$ cat src/rss_pkg.sv
// Shared constants for the reset and start-up sequencer
package rss_pkg;

  // Clock rate of mclk
  localparam int CLK_FREQ_HZ      = 50_000_000;
  localparam int CLK_PERIOD_NS    = 20;

  // Power-up delay, nominal, in its own unit
  localparam int POWER_UP_TIMER_TIME_MS     = 72;
  localparam int POWER_UP_TIMER_CYCLES      = (CLK_FREQ_HZ / 1000) * POWER_UP_TIMER_TIME_MS;

  // Oscillator start-up count, in oscillator input cycles
  localparam int OST_COUNT        = 1024;

  // Reset pin glitch filter; least qualifying width, rounded up
  localparam int PIN_FILTER_NS    = 2000;
  localparam int PIN_FILTER_CYCLES =
    (PIN_FILTER_NS + CLK_PERIOD_NS - 1) / CLK_PERIOD_NS;

  // Brown-out qualifying time; least width, rounded up
  localparam int BOD_QUALIFY_NS   = 100_000;
  localparam int BOD_QUALIFY_CYCLES =
    (BOD_QUALIFY_NS + CLK_PERIOD_NS - 1) / CLK_PERIOD_NS;

  // Oscillator selection codes
  localparam logic [2:0] OSC_LP_XTAL     = 3'h0;
  localparam logic [2:0] OSC_STD_XTAL    = 3'h1;
  localparam logic [2:0] OSC_HS_XTAL     = 3'h2;
  localparam logic [2:0] OSC_EXT_CLOCK   = 3'h3;
  localparam logic [2:0] OSC_INT_IO      = 3'h4;
  localparam logic [2:0] OSC_INT_CLOCK_OUTPUT_PIN  = 3'h5;
  localparam logic [2:0] OSC_RC_IO       = 3'h6;
  localparam logic [2:0] OSC_RC_CLOCK_OUTPUT_PIN   = 3'h7;

  // Reset cause bit positions, one-hot
  localparam int CAUSE_W          = 6;
  localparam int CAUSE_POWER_ON   = 0;
  localparam int CAUSE_WDT_RUN    = 1;
  localparam int CAUSE_WDT_SLEEP  = 2;
  localparam int CAUSE_PIN_RUN    = 3;
  localparam int CAUSE_PIN_SLEEP  = 4;
  localparam int CAUSE_BROWN_OUT  = 5;

  // Async input positions in the synchroniser bank
  localparam int SYNC_W           = 4;
  localparam int SYNC_PIN         = 0;
  localparam int SYNC_BROWN       = 1;
  localparam int SYNC_SUPPLY      = 2;
  localparam int SYNC_OSC         = 3;

  // Clock output divider
  localparam int CLKDIV_W         = 2;

  // Sequencer states
  typedef enum logic [2:0]
  {
    ST_POWER_ON,
    ST_BROWN_OUT,
    ST_POWER_UP,
    ST_OSC_START,
    ST_PIN_HOLD,
    ST_RUN,
    ST_WAKE_START
  } rss_state_t;

endpackage

$ cat src/rss_glitch_filter.sv
// Glitch filter: output follows input only after it stays stable
`timescale 1ns/1ps
module rss_glitch_filter #(
  parameter int   FILT_CYCLES = 100,
  parameter logic RESET_LEVEL = 1'b1
) (
  input  wire logic clk,
  input  wire logic rst_n,
  input  wire logic din,
  output logic      dout
);

  localparam int CNT_W = $clog2(FILT_CYCLES + 1);

  logic [CNT_W-1:0] cnt_reg;
  logic [CNT_W-1:0] cnt_next;
  logic             level_reg;
  logic             level_next;

  generate
    if (FILT_CYCLES < 1)
    begin : g_bad
      $error("rss_glitch_filter: FILT_CYCLES must be at least 1");
    end
  endgenerate

  // Count cycles of disagreement; any return resets the count
  always_comb
  begin
    cnt_next   = '0;
    level_next = level_reg;
    if (din != level_reg)
    begin
      if (cnt_reg == CNT_W'(FILT_CYCLES - 1))
        level_next = din;
      else
        cnt_next = cnt_reg + CNT_W'(1);
    end
  end

  always_ff @(posedge clk or negedge rst_n)
  begin
    if (!rst_n)
    begin
      cnt_reg   <= '0;
      level_reg <= RESET_LEVEL;
    end
    else
    begin
      cnt_reg   <= cnt_next;
      level_reg <= level_next;
    end
  end

  assign dout = level_reg;

endmodule

$ cat src/rss_reset_sequencer.sv
// Reset merge, start-up timing and cause flags for a small controller
`timescale 1ns/1ps
module rss_reset_sequencer #(
  parameter int POWER_UP_TIMER_CYCLES   = rss_pkg::POWER_UP_TIMER_CYCLES,
  parameter int BOD_CYCLES    = rss_pkg::BOD_QUALIFY_CYCLES,
  parameter int OST_CYCLES    = rss_pkg::OST_COUNT,
  parameter int FILTER_CYCLES = rss_pkg::PIN_FILTER_CYCLES,
  parameter int RETAIN_W      = 8
) (
  input  wire logic                         mclk,
  input  wire logic                         rstn,
  input  wire logic [2:0]                   osc_mode_sel,
  input  wire logic                         power_up_timer_disable_bit,
  input  wire logic                         brown_out_enable_bit,
  input  wire logic                         reset_pin_function_bit,
  input  wire logic                         external_reset_pin_n,
  input  wire logic                         supply_adequate,
  input  wire logic                         supply_below_brown_out,
  input  wire logic                         osc_input,
  input  wire logic                         watchdog_timeout,
  input  wire logic                         sleeping,
  input  wire logic                         sleep_cmd,
  input  wire logic                         clear_watchdog_cmd,
  input  wire logic                         retain_we,
  input  wire logic [RETAIN_W-1:0]          retain_wdata,
  output logic [RETAIN_W-1:0]               retain_rdata,
  output logic                              core_reset_n,
  output logic                              core_run,
  output logic                              wake_pulse,
  output logic                              timeout_flag,
  output logic                              power_down_flag,
  output logic [rss_pkg::CAUSE_W-1:0]       reset_cause,
  output logic                              gpio_pin_in,
  output logic                              clock_output_pin,
  output logic                              clock_output_oe
);

  localparam int TMR_MAX = (POWER_UP_TIMER_CYCLES > OST_CYCLES) ? POWER_UP_TIMER_CYCLES
                                                       : OST_CYCLES;
  localparam int TMR_W   = $clog2(TMR_MAX + 1);
  localparam int BOD_W   = $clog2(BOD_CYCLES + 1);

  generate
    if (POWER_UP_TIMER_CYCLES < 1 || OST_CYCLES < 1 || BOD_CYCLES < 1 ||
        FILTER_CYCLES < 1 || RETAIN_W < 1)
    begin : g_bad
      $error("rss_reset_sequencer: counts must be at least 1");
    end
  endgenerate

  logic [1:0]                   rst_sync_reg;
  logic                         rst_n;
  logic [rss_pkg::SYNC_W-1:0]   async_in;
  logic [rss_pkg::SYNC_W-1:0]   sync1_reg;
  logic [rss_pkg::SYNC_W-1:0]   sync2_reg;
  logic                         pin_filtered;
  logic                         pin_active;
  logic                         brown_low;
  logic                         supply_ok;
  logic                         osc_prev_reg;
  logic                         osc_edge;
  logic                         xtal_mode;
  logic                         power_up_timer_on;
  logic                         bod_trip;
  rss_pkg::rss_state_t          state_reg;
  rss_pkg::rss_state_t          state_next;
  logic [TMR_W-1:0]             tmr_reg;
  logic [TMR_W-1:0]             tmr_next;
  logic [BOD_W-1:0]             bod_cnt_reg;
  logic [BOD_W-1:0]             bod_cnt_next;
  logic                         from_por_reg;
  logic                         from_por_next;
  logic [rss_pkg::CAUSE_W-1:0]  cause_reg;
  logic [rss_pkg::CAUSE_W-1:0]  cause_next;
  logic                         to_reg;
  logic                         to_next;
  logic                         pd_reg;
  logic                         pd_next;
  logic                         wake_reg;
  logic                         wake_next;
  logic                         core_rst_n_reg;
  logic                         core_rst_n_next;
  logic                         core_run_reg;
  logic                         core_run_next;
  logic                         gpio_reg;
  logic                         gpio_next;
  logic [rss_pkg::CLKDIV_W-1:0] div_reg;
  logic [rss_pkg::CLKDIV_W-1:0] div_next;
  logic                         clk_out_reg;
  logic                         clk_out_next;
  logic                         clk_oe_reg;
  logic                         clk_oe_next;
  logic [RETAIN_W-1:0]          retain_reg;
  logic [RETAIN_W-1:0]          retain_next;

  // Reset release through two flops
  always_ff @(posedge mclk or negedge rstn)
  begin
    if (!rstn)
      rst_sync_reg <= 2'h0;
    else
      rst_sync_reg <= {rst_sync_reg[0], 1'b1};
  end

  assign rst_n = rst_sync_reg[1];

  assign async_in[rss_pkg::SYNC_PIN]    = external_reset_pin_n;
  assign async_in[rss_pkg::SYNC_BROWN]  = supply_below_brown_out;
  assign async_in[rss_pkg::SYNC_SUPPLY] = supply_adequate;
  assign async_in[rss_pkg::SYNC_OSC]    = osc_input;

  // Two-flop synchronisers, one per async input
  genvar gi;
  generate
    for (gi = 0; gi < rss_pkg::SYNC_W; gi++)
    begin : g_sync
      always_ff @(posedge mclk or negedge rst_n)
      begin
        if (!rst_n)
        begin
          // Pin idles high; a low reset value would look like a press
          sync1_reg[gi] <= (gi == rss_pkg::SYNC_PIN);
          sync2_reg[gi] <= (gi == rss_pkg::SYNC_PIN);
        end
        else
        begin
          sync1_reg[gi] <= async_in[gi];
          sync2_reg[gi] <= sync1_reg[gi];
        end
      end
    end
  endgenerate

  assign brown_low = sync2_reg[rss_pkg::SYNC_BROWN];
  assign supply_ok = sync2_reg[rss_pkg::SYNC_SUPPLY];
  assign osc_edge  = sync2_reg[rss_pkg::SYNC_OSC] & ~osc_prev_reg;

  rss_glitch_filter #(
    .FILT_CYCLES (FILTER_CYCLES),
    .RESET_LEVEL (1'b1)
  ) u_pin_filter (
    .clk   (mclk),
    .rst_n (rst_n),
    .din   (sync2_reg[rss_pkg::SYNC_PIN]),
    .dout  (pin_filtered)
  );

  // pin function off ties the reset input inactive
  // function bit selects reset or digital input
  assign pin_active = reset_pin_function_bit & ~pin_filtered;

  // Mode decode
  // start count only for crystal modes
  assign xtal_mode = (osc_mode_sel == rss_pkg::OSC_LP_XTAL) ||
                     (osc_mode_sel == rss_pkg::OSC_STD_XTAL) ||
                     (osc_mode_sel == rss_pkg::OSC_HS_XTAL);
  // disable bit high turns the delay off
  assign power_up_timer_on   = ~power_up_timer_disable_bit;

  // detection only with the enable bit set
  // low supply must persist the qualifying time
  always_comb
  begin
    bod_cnt_next = '0;
    if (brown_out_enable_bit && brown_low)
    begin
      if (bod_cnt_reg != BOD_W'(BOD_CYCLES))
        bod_cnt_next = bod_cnt_reg + BOD_W'(1);
      else
        bod_cnt_next = bod_cnt_reg;
    end
  end

  assign bod_trip = (bod_cnt_reg == BOD_W'(BOD_CYCLES));

  // Sequencer; hardware events win over software flag writes
  always_comb
  begin
    state_next    = state_reg;
    tmr_next      = tmr_reg;
    from_por_next = from_por_reg;
    cause_next    = cause_reg;
    to_next       = to_reg;
    pd_next       = pd_reg;
    wake_next     = 1'b0;
    // Software flag updates only take effect while running
    if (state_reg == rss_pkg::ST_RUN)
    begin
      if (sleep_cmd)
      begin
        to_next = 1'b1;
        pd_next = 1'b0;
      end
      if (clear_watchdog_cmd)
      begin
        to_next = 1'b1;
        pd_next = 1'b1;
      end
    end
    case (state_reg)
      rss_pkg::ST_POWER_ON:
      begin
        // wait for the supply, then check the brown-out level
        if (supply_ok)
        begin
          tmr_next = '0;
          // stay in reset until brown-out level is passed
          if (brown_out_enable_bit && brown_low)
            state_next = rss_pkg::ST_BROWN_OUT;
          // delay first, start count after it
          else if (power_up_timer_on)
            state_next = rss_pkg::ST_POWER_UP;
          else if (xtal_mode)
            state_next = rss_pkg::ST_OSC_START;
          // non-crystal mode with timer off, no delay
          else
            state_next = rss_pkg::ST_PIN_HOLD;
        end
      end
      rss_pkg::ST_BROWN_OUT:
      begin
        tmr_next = '0;
        if (!(brown_out_enable_bit && brown_low))
        begin
          // no delay with the timer disabled
          if (power_up_timer_on)
            state_next = rss_pkg::ST_POWER_UP;
          else if (xtal_mode && from_por_reg)
            state_next = rss_pkg::ST_OSC_START;
          else
            state_next = rss_pkg::ST_PIN_HOLD;
        end
      end
      rss_pkg::ST_POWER_UP:
      begin
        if (brown_out_enable_bit && brown_low)
        begin
          state_next = rss_pkg::ST_BROWN_OUT;
          tmr_next   = '0;
        end
        else if (tmr_reg == TMR_W'(POWER_UP_TIMER_CYCLES - 1))
        begin
          tmr_next = '0;
          if (xtal_mode && from_por_reg)
            state_next = rss_pkg::ST_OSC_START;
          else
            state_next = rss_pkg::ST_PIN_HOLD;
        end
        else
          tmr_next = tmr_reg + TMR_W'(1);
      end
      rss_pkg::ST_OSC_START, rss_pkg::ST_WAKE_START:
      begin
        if (bod_trip)
        begin
          state_next    = rss_pkg::ST_BROWN_OUT;
          tmr_next      = '0;
        end
        else if (state_reg == rss_pkg::ST_WAKE_START && pin_active)
        begin
          state_next = rss_pkg::ST_PIN_HOLD;
          cause_next = '0;
          cause_next[rss_pkg::CAUSE_PIN_SLEEP] = 1'b1;
          to_next    = 1'b1;
          pd_next    = 1'b0;
        end
        else if (osc_edge)
        begin
          if (tmr_reg == TMR_W'(OST_CYCLES - 1))
          begin
            tmr_next = '0;
            if (state_reg == rss_pkg::ST_WAKE_START)
            begin
              state_next = rss_pkg::ST_RUN;
              wake_next  = 1'b1;
            end
            else
              state_next = rss_pkg::ST_PIN_HOLD;
          end
          else
            tmr_next = tmr_reg + TMR_W'(1);
        end
      end
      rss_pkg::ST_PIN_HOLD:
      begin
        // delays already spent, release starts at once
        if (bod_trip)
          state_next = rss_pkg::ST_BROWN_OUT;
        else if (!pin_active)
          state_next = rss_pkg::ST_RUN;
      end
      rss_pkg::ST_RUN:
      begin
        from_por_next = 1'b0;
        tmr_next      = '0;
        // each cause sets its own bit
        if (bod_trip)
        begin
          state_next = rss_pkg::ST_BROWN_OUT;
          cause_next = '0;
          cause_next[rss_pkg::CAUSE_BROWN_OUT] = 1'b1;
          to_next    = 1'b1;
          pd_next    = 1'b1;
        end
        else if (pin_active)
        begin
          state_next = rss_pkg::ST_PIN_HOLD;
          cause_next = '0;
          if (sleeping)
          begin
            cause_next[rss_pkg::CAUSE_PIN_SLEEP] = 1'b1;
            to_next = 1'b1;
            pd_next = 1'b0;
          end
          else
          begin
            cause_next[rss_pkg::CAUSE_PIN_RUN] = 1'b1;
            to_next = to_reg;
            pd_next = pd_reg;
          end
        end
        else if (watchdog_timeout)
        begin
          cause_next = '0;
          to_next    = 1'b0;
          if (sleeping)
          begin
            cause_next[rss_pkg::CAUSE_WDT_SLEEP] = 1'b1;
            pd_next = 1'b0;
            // start count on wake in crystal modes
            if (xtal_mode)
              state_next = rss_pkg::ST_WAKE_START;
            else
              wake_next = 1'b1;
          end
          else
          begin
            cause_next[rss_pkg::CAUSE_WDT_RUN] = 1'b1;
            pd_next    = pd_reg;
            state_next = rss_pkg::ST_PIN_HOLD;
          end
        end
      end
      default:
      begin
        state_next = rss_pkg::ST_POWER_ON;
        tmr_next   = '0;
      end
    endcase
  end

  // core reset low except while running or waking
  assign core_rst_n_next = (state_next == rss_pkg::ST_RUN) ||
                           (state_next == rss_pkg::ST_WAKE_START);
  assign core_run_next   = (state_next == rss_pkg::ST_RUN);
  assign gpio_next       = reset_pin_function_bit ? 1'b0 : pin_filtered;

  // divide by four, driven only in clock-out modes
  assign div_next     = div_reg + rss_pkg::CLKDIV_W'(1);
  assign clk_out_next = div_reg[rss_pkg::CLKDIV_W-1];
  assign clk_oe_next  = (osc_mode_sel == rss_pkg::OSC_INT_CLOCK_OUTPUT_PIN) ||
                        (osc_mode_sel == rss_pkg::OSC_RC_CLOCK_OUTPUT_PIN);

  // Sequencer and output registers; power-on sets flags high
  always_ff @(posedge mclk or negedge rst_n)
  begin
    if (!rst_n)
    begin
      state_reg      <= rss_pkg::ST_POWER_ON;
      tmr_reg        <= '0;
      bod_cnt_reg    <= '0;
      from_por_reg   <= 1'b1;
      cause_reg      <= rss_pkg::CAUSE_W'(1) << rss_pkg::CAUSE_POWER_ON;
      to_reg         <= 1'b1;
      pd_reg         <= 1'b1;
      wake_reg       <= 1'b0;
      core_rst_n_reg <= 1'b0;
      core_run_reg   <= 1'b0;
      gpio_reg       <= 1'b0;
      osc_prev_reg   <= 1'b0;
      div_reg        <= '0;
      clk_out_reg    <= 1'b0;
      clk_oe_reg     <= 1'b0;
    end
    else
    begin
      state_reg      <= state_next;
      tmr_reg        <= tmr_next;
      bod_cnt_reg    <= bod_cnt_next;
      from_por_reg   <= from_por_next;
      cause_reg      <= cause_next;
      to_reg         <= to_next;
      pd_reg         <= pd_next;
      wake_reg       <= wake_next;
      core_rst_n_reg <= core_rst_n_next;
      core_run_reg   <= core_run_next;
      gpio_reg       <= gpio_next;
      osc_prev_reg   <= sync2_reg[rss_pkg::SYNC_OSC];
      div_reg        <= div_next;
      clk_out_reg    <= clk_out_next;
      clk_oe_reg     <= clk_oe_next;
    end
  end

  // no reset on purpose, contents survive every reset
  assign retain_next = retain_we ? retain_wdata : retain_reg;

  always_ff @(posedge mclk)
  begin
    retain_reg <= retain_next;
  end

  assign retain_rdata     = retain_reg;
  assign core_reset_n     = core_rst_n_reg;
  assign core_run         = core_run_reg;
  assign wake_pulse       = wake_reg;
  assign timeout_flag     = to_reg;
  assign power_down_flag  = pd_reg;
  assign reset_cause      = cause_reg;
  assign gpio_pin_in      = gpio_reg;
  assign clock_output_pin = clk_out_reg;
  assign clock_output_oe  = clk_oe_reg;

endmodule

$ cat config.mk
export PLATFORM = sky130hd
export DESIGN_NAME = rss_reset_sequencer
export DESIGN_NICKNAME = d
export VERILOG_FILES = /design/src/rss_pkg.sv /design/src/rss_glitch_filter.sv /design/src/rss_reset_sequencer.sv
export SDC_FILE = /design/constraint.sdc
export NUM_CORES = 1
export LEC_CHECK = 0
export BUFFER_PORTS_ARGS = -buffer_cell sky130_fd_sc_hd__buf_2
export CAP_MARGIN = 30
export CORE_MARGIN = 5
export CORE_UTILIZATION = 54
export CTS_CLUSTER_SIZE = 24
export DETAILED_ROUTE_END_ITERATION = 8
export HOLD_SLACK_MARGIN = 0.1
export PLACE_DENSITY = 0.81
export SLEW_MARGIN = 20
export SYNTH_ARGS = -nofsm -noshare
export SYNTH_HDL_FRONTEND = slang
export SYNTH_HIERARCHICAL = 1
export SYNTH_SLANG_ARGS = --single-unit
$ cat constraint.sdc
create_clock -name mclk -period 7 [get_ports mclk]
set_input_delay 1.05 -clock mclk [delete_from_list [all_inputs] [get_ports mclk]]
set_output_delay 1.05 -clock mclk [all_outputs]
set_load 0.1 [all_outputs]
======== Word-level counts from Yosys, hierarchy flattened ========
Cells that the tools add are included.
W data, S select, Z words.
cells by class
  $add $sub $neg .......................... 4
  equality and inequality tests ........... 26
  mux-type cells .......................... 74
  bitwise logic cells ..................... 5
  reductions and logical operators ........ 14
operators with widths
  cell                     count
  $mux W22                 7
  $pmux W22 S4             1
  $mux W3                  20
  $mux W1                  32
  $mux W6                  5
  $mux W13                 2
  $add A22 B1 Y22 const B  1
  $eq A22 B10 Y1 const B   1
  $eq A22 B22 Y1 const B   1
  $eq A3 B3 Y1 const B     7
  $pmux W3 S6              1
  $mux W7                  2
  $add A13 B1 Y13 const B  1
  $eq A13 B13 Y1 const B   1
  $ne A13 B13 Y1 const B   1
  $pmux W6 S2              1
  $eq A3 B2 Y1 const B     3
  $ne A4 B4 Y1 const B     2
  $reduce_and A4 Y1        2
  $add A7 B1 Y7 const B    1
  $eq A7 B7 Y1 const B     1
  $eq A3 B1 Y1 const B     2
  $logic_not A3 Y1         2
  $ne A2 B2 Y1 const B     3
  12 further kinds         23
storage, ports and cells
  register bits after elaboration ......... 82
  bits of input ports ..................... 25
  output and inout bits ................... 22

======== Longest topological paths before layout ========
  word-level depth ........................ 11
  depth in mapped cells ................... 10
  gate-level depth less buffers ........... 9

======== Cells and area by module ========
Netlist, hierarchy kept.
by module, submodules not included
  module               instances  cells an instance  area an instance (sq um)
  rss_reset_sequencer  1          365                3574.7
  rss_glitch_filter    1          37                 399.1

======== Least setup slack after synthesis ========
OpenSTA, ideal clock, no wires.
  path type ............................... input to register
  start point ............................. input port osc_mode_sel[1]
  end point ............................... register core_rst_n_reg, in the netlist core_reset_n
  arrival time ............................ 2.687 ns
  required time ........................... 6.881 ns
  path slack .............................. 4.194 ns
  cell stages on the path ................. 7
  path buffers ............................ 0
  cells stage by stage .................... a21oi_1 -> and2_1 -> o21ai_0 -> a2111oi_0 -> o221ai_4 -> xor2_1 -> and2_1
between the ends
  cells in the longest elaborated chain, start to end .. 11
  elaborated cells between the ends (all ways) .. 24
RTL lines
  item                                                     RTL line                                                source
  start, declared                                          rss_reset_sequencer.sv:12                               input wire logic [2:0] osc_mode_sel,
  $eq A3 B1 Y1 / $logic_not A3 Y1 (equally long branches)  rss_reset_sequencer.sv:155, rss_reset_sequencer.sv:154
  $logic_or A1 B1 Y1                                       rss_reset_sequencer.sv:154                              assign xtal_mode = (osc_mode_sel == rss_pkg::OSC_LP_XTAL) ||
  $logic_or A1 B1 Y1 (*)                                   rss_reset_sequencer.sv:155                              (osc_mode_sel == rss_pkg::OSC_STD_XTAL) ||
  $mux W3                                                  rss_reset_sequencer.sv:331                              if (xtal_mode)
  $mux W3                                                  rss_reset_sequencer.sv:326                              if (sleeping)
  $mux W3                                                  rss_reset_sequencer.sv:322                              else if (watchdog_timeout)
  $mux W3                                                  rss_reset_sequencer.sv:305                              else if (pin_active)
  $mux W3                                                  rss_reset_sequencer.sv:297                              if (bod_trip)
  $pmux W3 S6 (*)                                          rss_reset_sequencer.sv:200                              case (state_reg)
  named net state_next[0]                                  rss_reset_sequencer.sv:66                               rss_pkg::rss_state_t state_next;
  $eq A3 B3 Y1, on equally long branches                   rss_reset_sequencer.sv:353, rss_reset_sequencer.sv:354
  $logic_or A1 B1 Y1 (*)                                   rss_reset_sequencer.sv:353                              assign core_rst_n_next = (state_next == rss_pkg::ST_RUN) ||
  named net core_rst_n_next                                rss_reset_sequencer.sv:82                               logic core_rst_n_next;
  end signal, assigned                                     rss_reset_sequencer.sv:395                              core_rst_n_reg <= core_rst_n_next;
  end, declared                                            rss_reset_sequencer.sv:81                               logic core_rst_n_reg;
The timed path passes the listed nets; every way through them passes the cells marked *.
A chain may end at the register's enable or synchronous reset.

======== Final worst setup path ========
  start point ............................. register tmr_reg[13]
  end point ............................... register tmr_reg[9]
between the ends
  cells in the longest elaborated chain, start to end .. 6
  elaborated cells between the ends (all ways) .. 9
RTL lines
  item                    RTL line                    source
  start, declared         rss_reset_sequencer.sv:67   logic [TMR_W-1:0] tmr_reg;
  start signal, assigned  rss_reset_sequencer.sv:388  tmr_reg <= tmr_next;
  $eq A22 B10 Y1          rss_reset_sequencer.sv:269  if (tmr_reg == TMR_W'(OST_CYCLES - 1))
  $mux W22                rss_reset_sequencer.sv:269
  $mux W22                rss_reset_sequencer.sv:267  else if (osc_edge)
  $mux W22                rss_reset_sequencer.sv:259  else if (state_reg == rss_pkg::ST_WAKE_START && pin_active)
  $mux W22                rss_reset_sequencer.sv:254  if (bod_trip)
  $pmux W22 S4 (*)        rss_reset_sequencer.sv:200
Every way passes the cells marked *; elsewhere a longest branch is shown, timed or not. The select of a mux whose other input is x is not followed.

==> run summary <==
Slew Viols, Final: 0
Initial core utilization: 55.1%
DR vias/cell: 5.87
Largest stage delay, worst path: 0.66 ns
Number of port buffers: 46
Crit path arrival time: 3.49 ns
Syn Area/Cell: 9.89 um2
Hold WS: 0.206 ns
Max-cap viol count: 0
Max H-tree Level: 3
Cts repair resizes: 0
CTS Hold Bufs: 0
IO Count: 47
Clock Tree Root: clkbuf_8
PwrDens: 320 nW/um2
Max FO, Critical Path: 22
Fin Setup TNS: 0 ns
Count of non-filler cells in the finished layout: 551
Largest net degree at the start of global routing: 54
Layout area overhead: 13.5%
Routed WL per cell: 15.7 um
Clk sinks: 82
Post-synthesis sequential area ratio: 52.9%
Worst reg-to-reg path cell count: 6
Synthesized Nets: 431
RSZ-0062 raised after global routing: no
CP Launch Point: tmr_reg[13]
Nets@finish: 476
Critical Path Start Type: flop
Total power: 1.45 mW
Critical-path cell list: or4_1 > or4b_4 > o211a_1 > a21oi_2 > nand2b_1 > o41ai_1
Routed WL: 8660 um
Most frequent cell after synthesis: dfrtp_1
Die height: 95.8 um
Worst-path clk slew: 0.09 ns
Worst slew pin tran: 0.972 ns
Post-place setup slack: 3.65 ns
Reg2Reg Capture Point: tmr_reg[9]
Setup CP Type: reg2reg
CTS tree: done
Synth area leader: dfrtp_1
Clk_lat worst skew: 0.36 ns
Ratio of cells with drive above 1 in the final layout: 18.4%
Req. time, crit path: 7.23 ns
Final Setup Violations: 0
Mapped cell area: 3970 um2
Status: complete, no violations
Endpoint class of the critical path: flop
Setup bufs post-CTS: 0
Worst Clk Skew: 0.00468 ns
Hpwl dp: 5870 um
CTS Buf Count: 9
Top FF cell, synth: dfrtp_1
Max Clk Rate: 307 MHz
Crit path capture: tmr_reg[9]
Peak supply drop: 169 uV
Leakage: 1.91 nW
Async S/R FF share, synth: 90.2%
ANT cells: 0
First-pass GRT wire length: 14800 um
Vias in the first global route: 3162
Max reg flops: 22
EDFF count, synth: 8
Final hold violation count: 0
Core box area: 7210 um2
Initial DRC Count: 240
Overall Global Routing Usage: 20.8%
R2R Path Start: tmr_reg[13]
Synth Instances: 402
Top-area cell type share of the netlist area: 42.2%
Core Rows: 31
HP Class: reg2async
Post-synthesis cell type count: 61
DRC Markers: 0
GP Congestion: 0.878
Clock buffer depth: 2
Max-Slew Margin vs Limit: 35.2%
Most frequent cells after synthesis: dfrtp_1 (67), o21ai_0 (46), nand2_1 (42)
Yosys reg bits: 82
Flop2flop setup slack: 3.74 ns
Fin crit share: 46.5%
Ranking of synthesized cells by area: dfrtp_1 (42%), edfxtp_1 (6.0%), o21ai_0 (5.8%)
First-pass DRT Iterations: 5
Slowest CP cell: a21oi_2
Period minus WS final: 3.26 ns
Yosys warns: 6
Initial antenna violation count: 0
Post-route ant nets: 0
Final worst setup slack: 3.74 ns
Inst Count DP: 535
Via count: 3236
Gr ovfl total: 0
Die width: 95.8 um
Die area: 9170 um2
## worst min-delay path by stage
stage                   to  slack, ns  depth (start not counted)
6_report       tmr_reg[13]       0.21                          0
5_1_grt        tmr_reg[20]       0.26                          0
3_3_place_gp    div_reg[1]       0.22                          0
3_5_place_dp    div_reg[1]       0.22                          0
4_1_cts         div_reg[1]       0.22                          0
2_1_floorplan    brown_low       0.33                          0
## cell type report
class	instances	area, um2
fillers	591	2700
multi-input cells	298	1790
inverters	9	33.8
flip-flops and latches	82	2100
well taps	99	124
repair buffers	47	238
clock buffers	10	149
clock inverters	6	71.3
## worst max-delay path, delay by kind of cell, from the launching register on
family	cells	cell delay [ns]
AOI/OAI and AO/OA	3	1.07
and+or+nand+nor	3	1.59
DFF	1	0.45
## per-stage QoR
stage,util (%),area [um2]
after floorplan,-,3970
after global placement,59.5,4290
after detailed placement,59.5,4290
after CTS,62.5,4510
after global routing,62.5,4510
final,62.5,4510
## power by group
| group | internal (mW) | switching, mW |
|---|---|---|
| combinational | 0.118 | 0.377 |
| sequential | 0.525 | 0.0529 |
| clock | 0.189 | 0.184 |
## cells by family (layout without fill, tap and decap cells)
family,Yosys count,after routing,synth area share (%)
AOI/OAI and AO/OA,103,103,16.3
and+or+nand+nor,172,172,23.2
buffers and inverters,22,72,2.17
xor gates and xnor gates,15,15,3.31
DFF,82,82,52.9
adders and majority gates,4,4,1.26
muxes,3,3,0.819
other,1,1,0.0944
## routing by layer
| layer | vias up | GRT usage [%] | share of wire (%) |
|---|---|---|---|
| li1 | 1554 | - | - |
| met5 | - | 0 | 0 |
| met2 | 118 | 34.8 | 49 |
| met1 | 1552 | 26.6 | 44 |
| met3 | 12 | 4.93 | 6.0 |
| met4 | 0 | 7.23 | 1.2 |
## layout by cell type (no fill, tap or decap), drive strengths merged, types with 6 or more instances in the layout
cell	Yosys	final
edfxtp	8	8
or3	6	6
xor2	9	9
buf	3	47
o41ai	6	6
a21oi	18	18
o21ai	47	47
clkbuf	10	10
o31ai	8	8
dfstp	7	7
and2	8	8
nor2b	12	12
nor2	36	36
dfrtp	67	67
nand2	42	42
xnor2	6	6
nand4	14	14
inv	9	11
nand3	22	22
(Power assumes the default switching activity.)
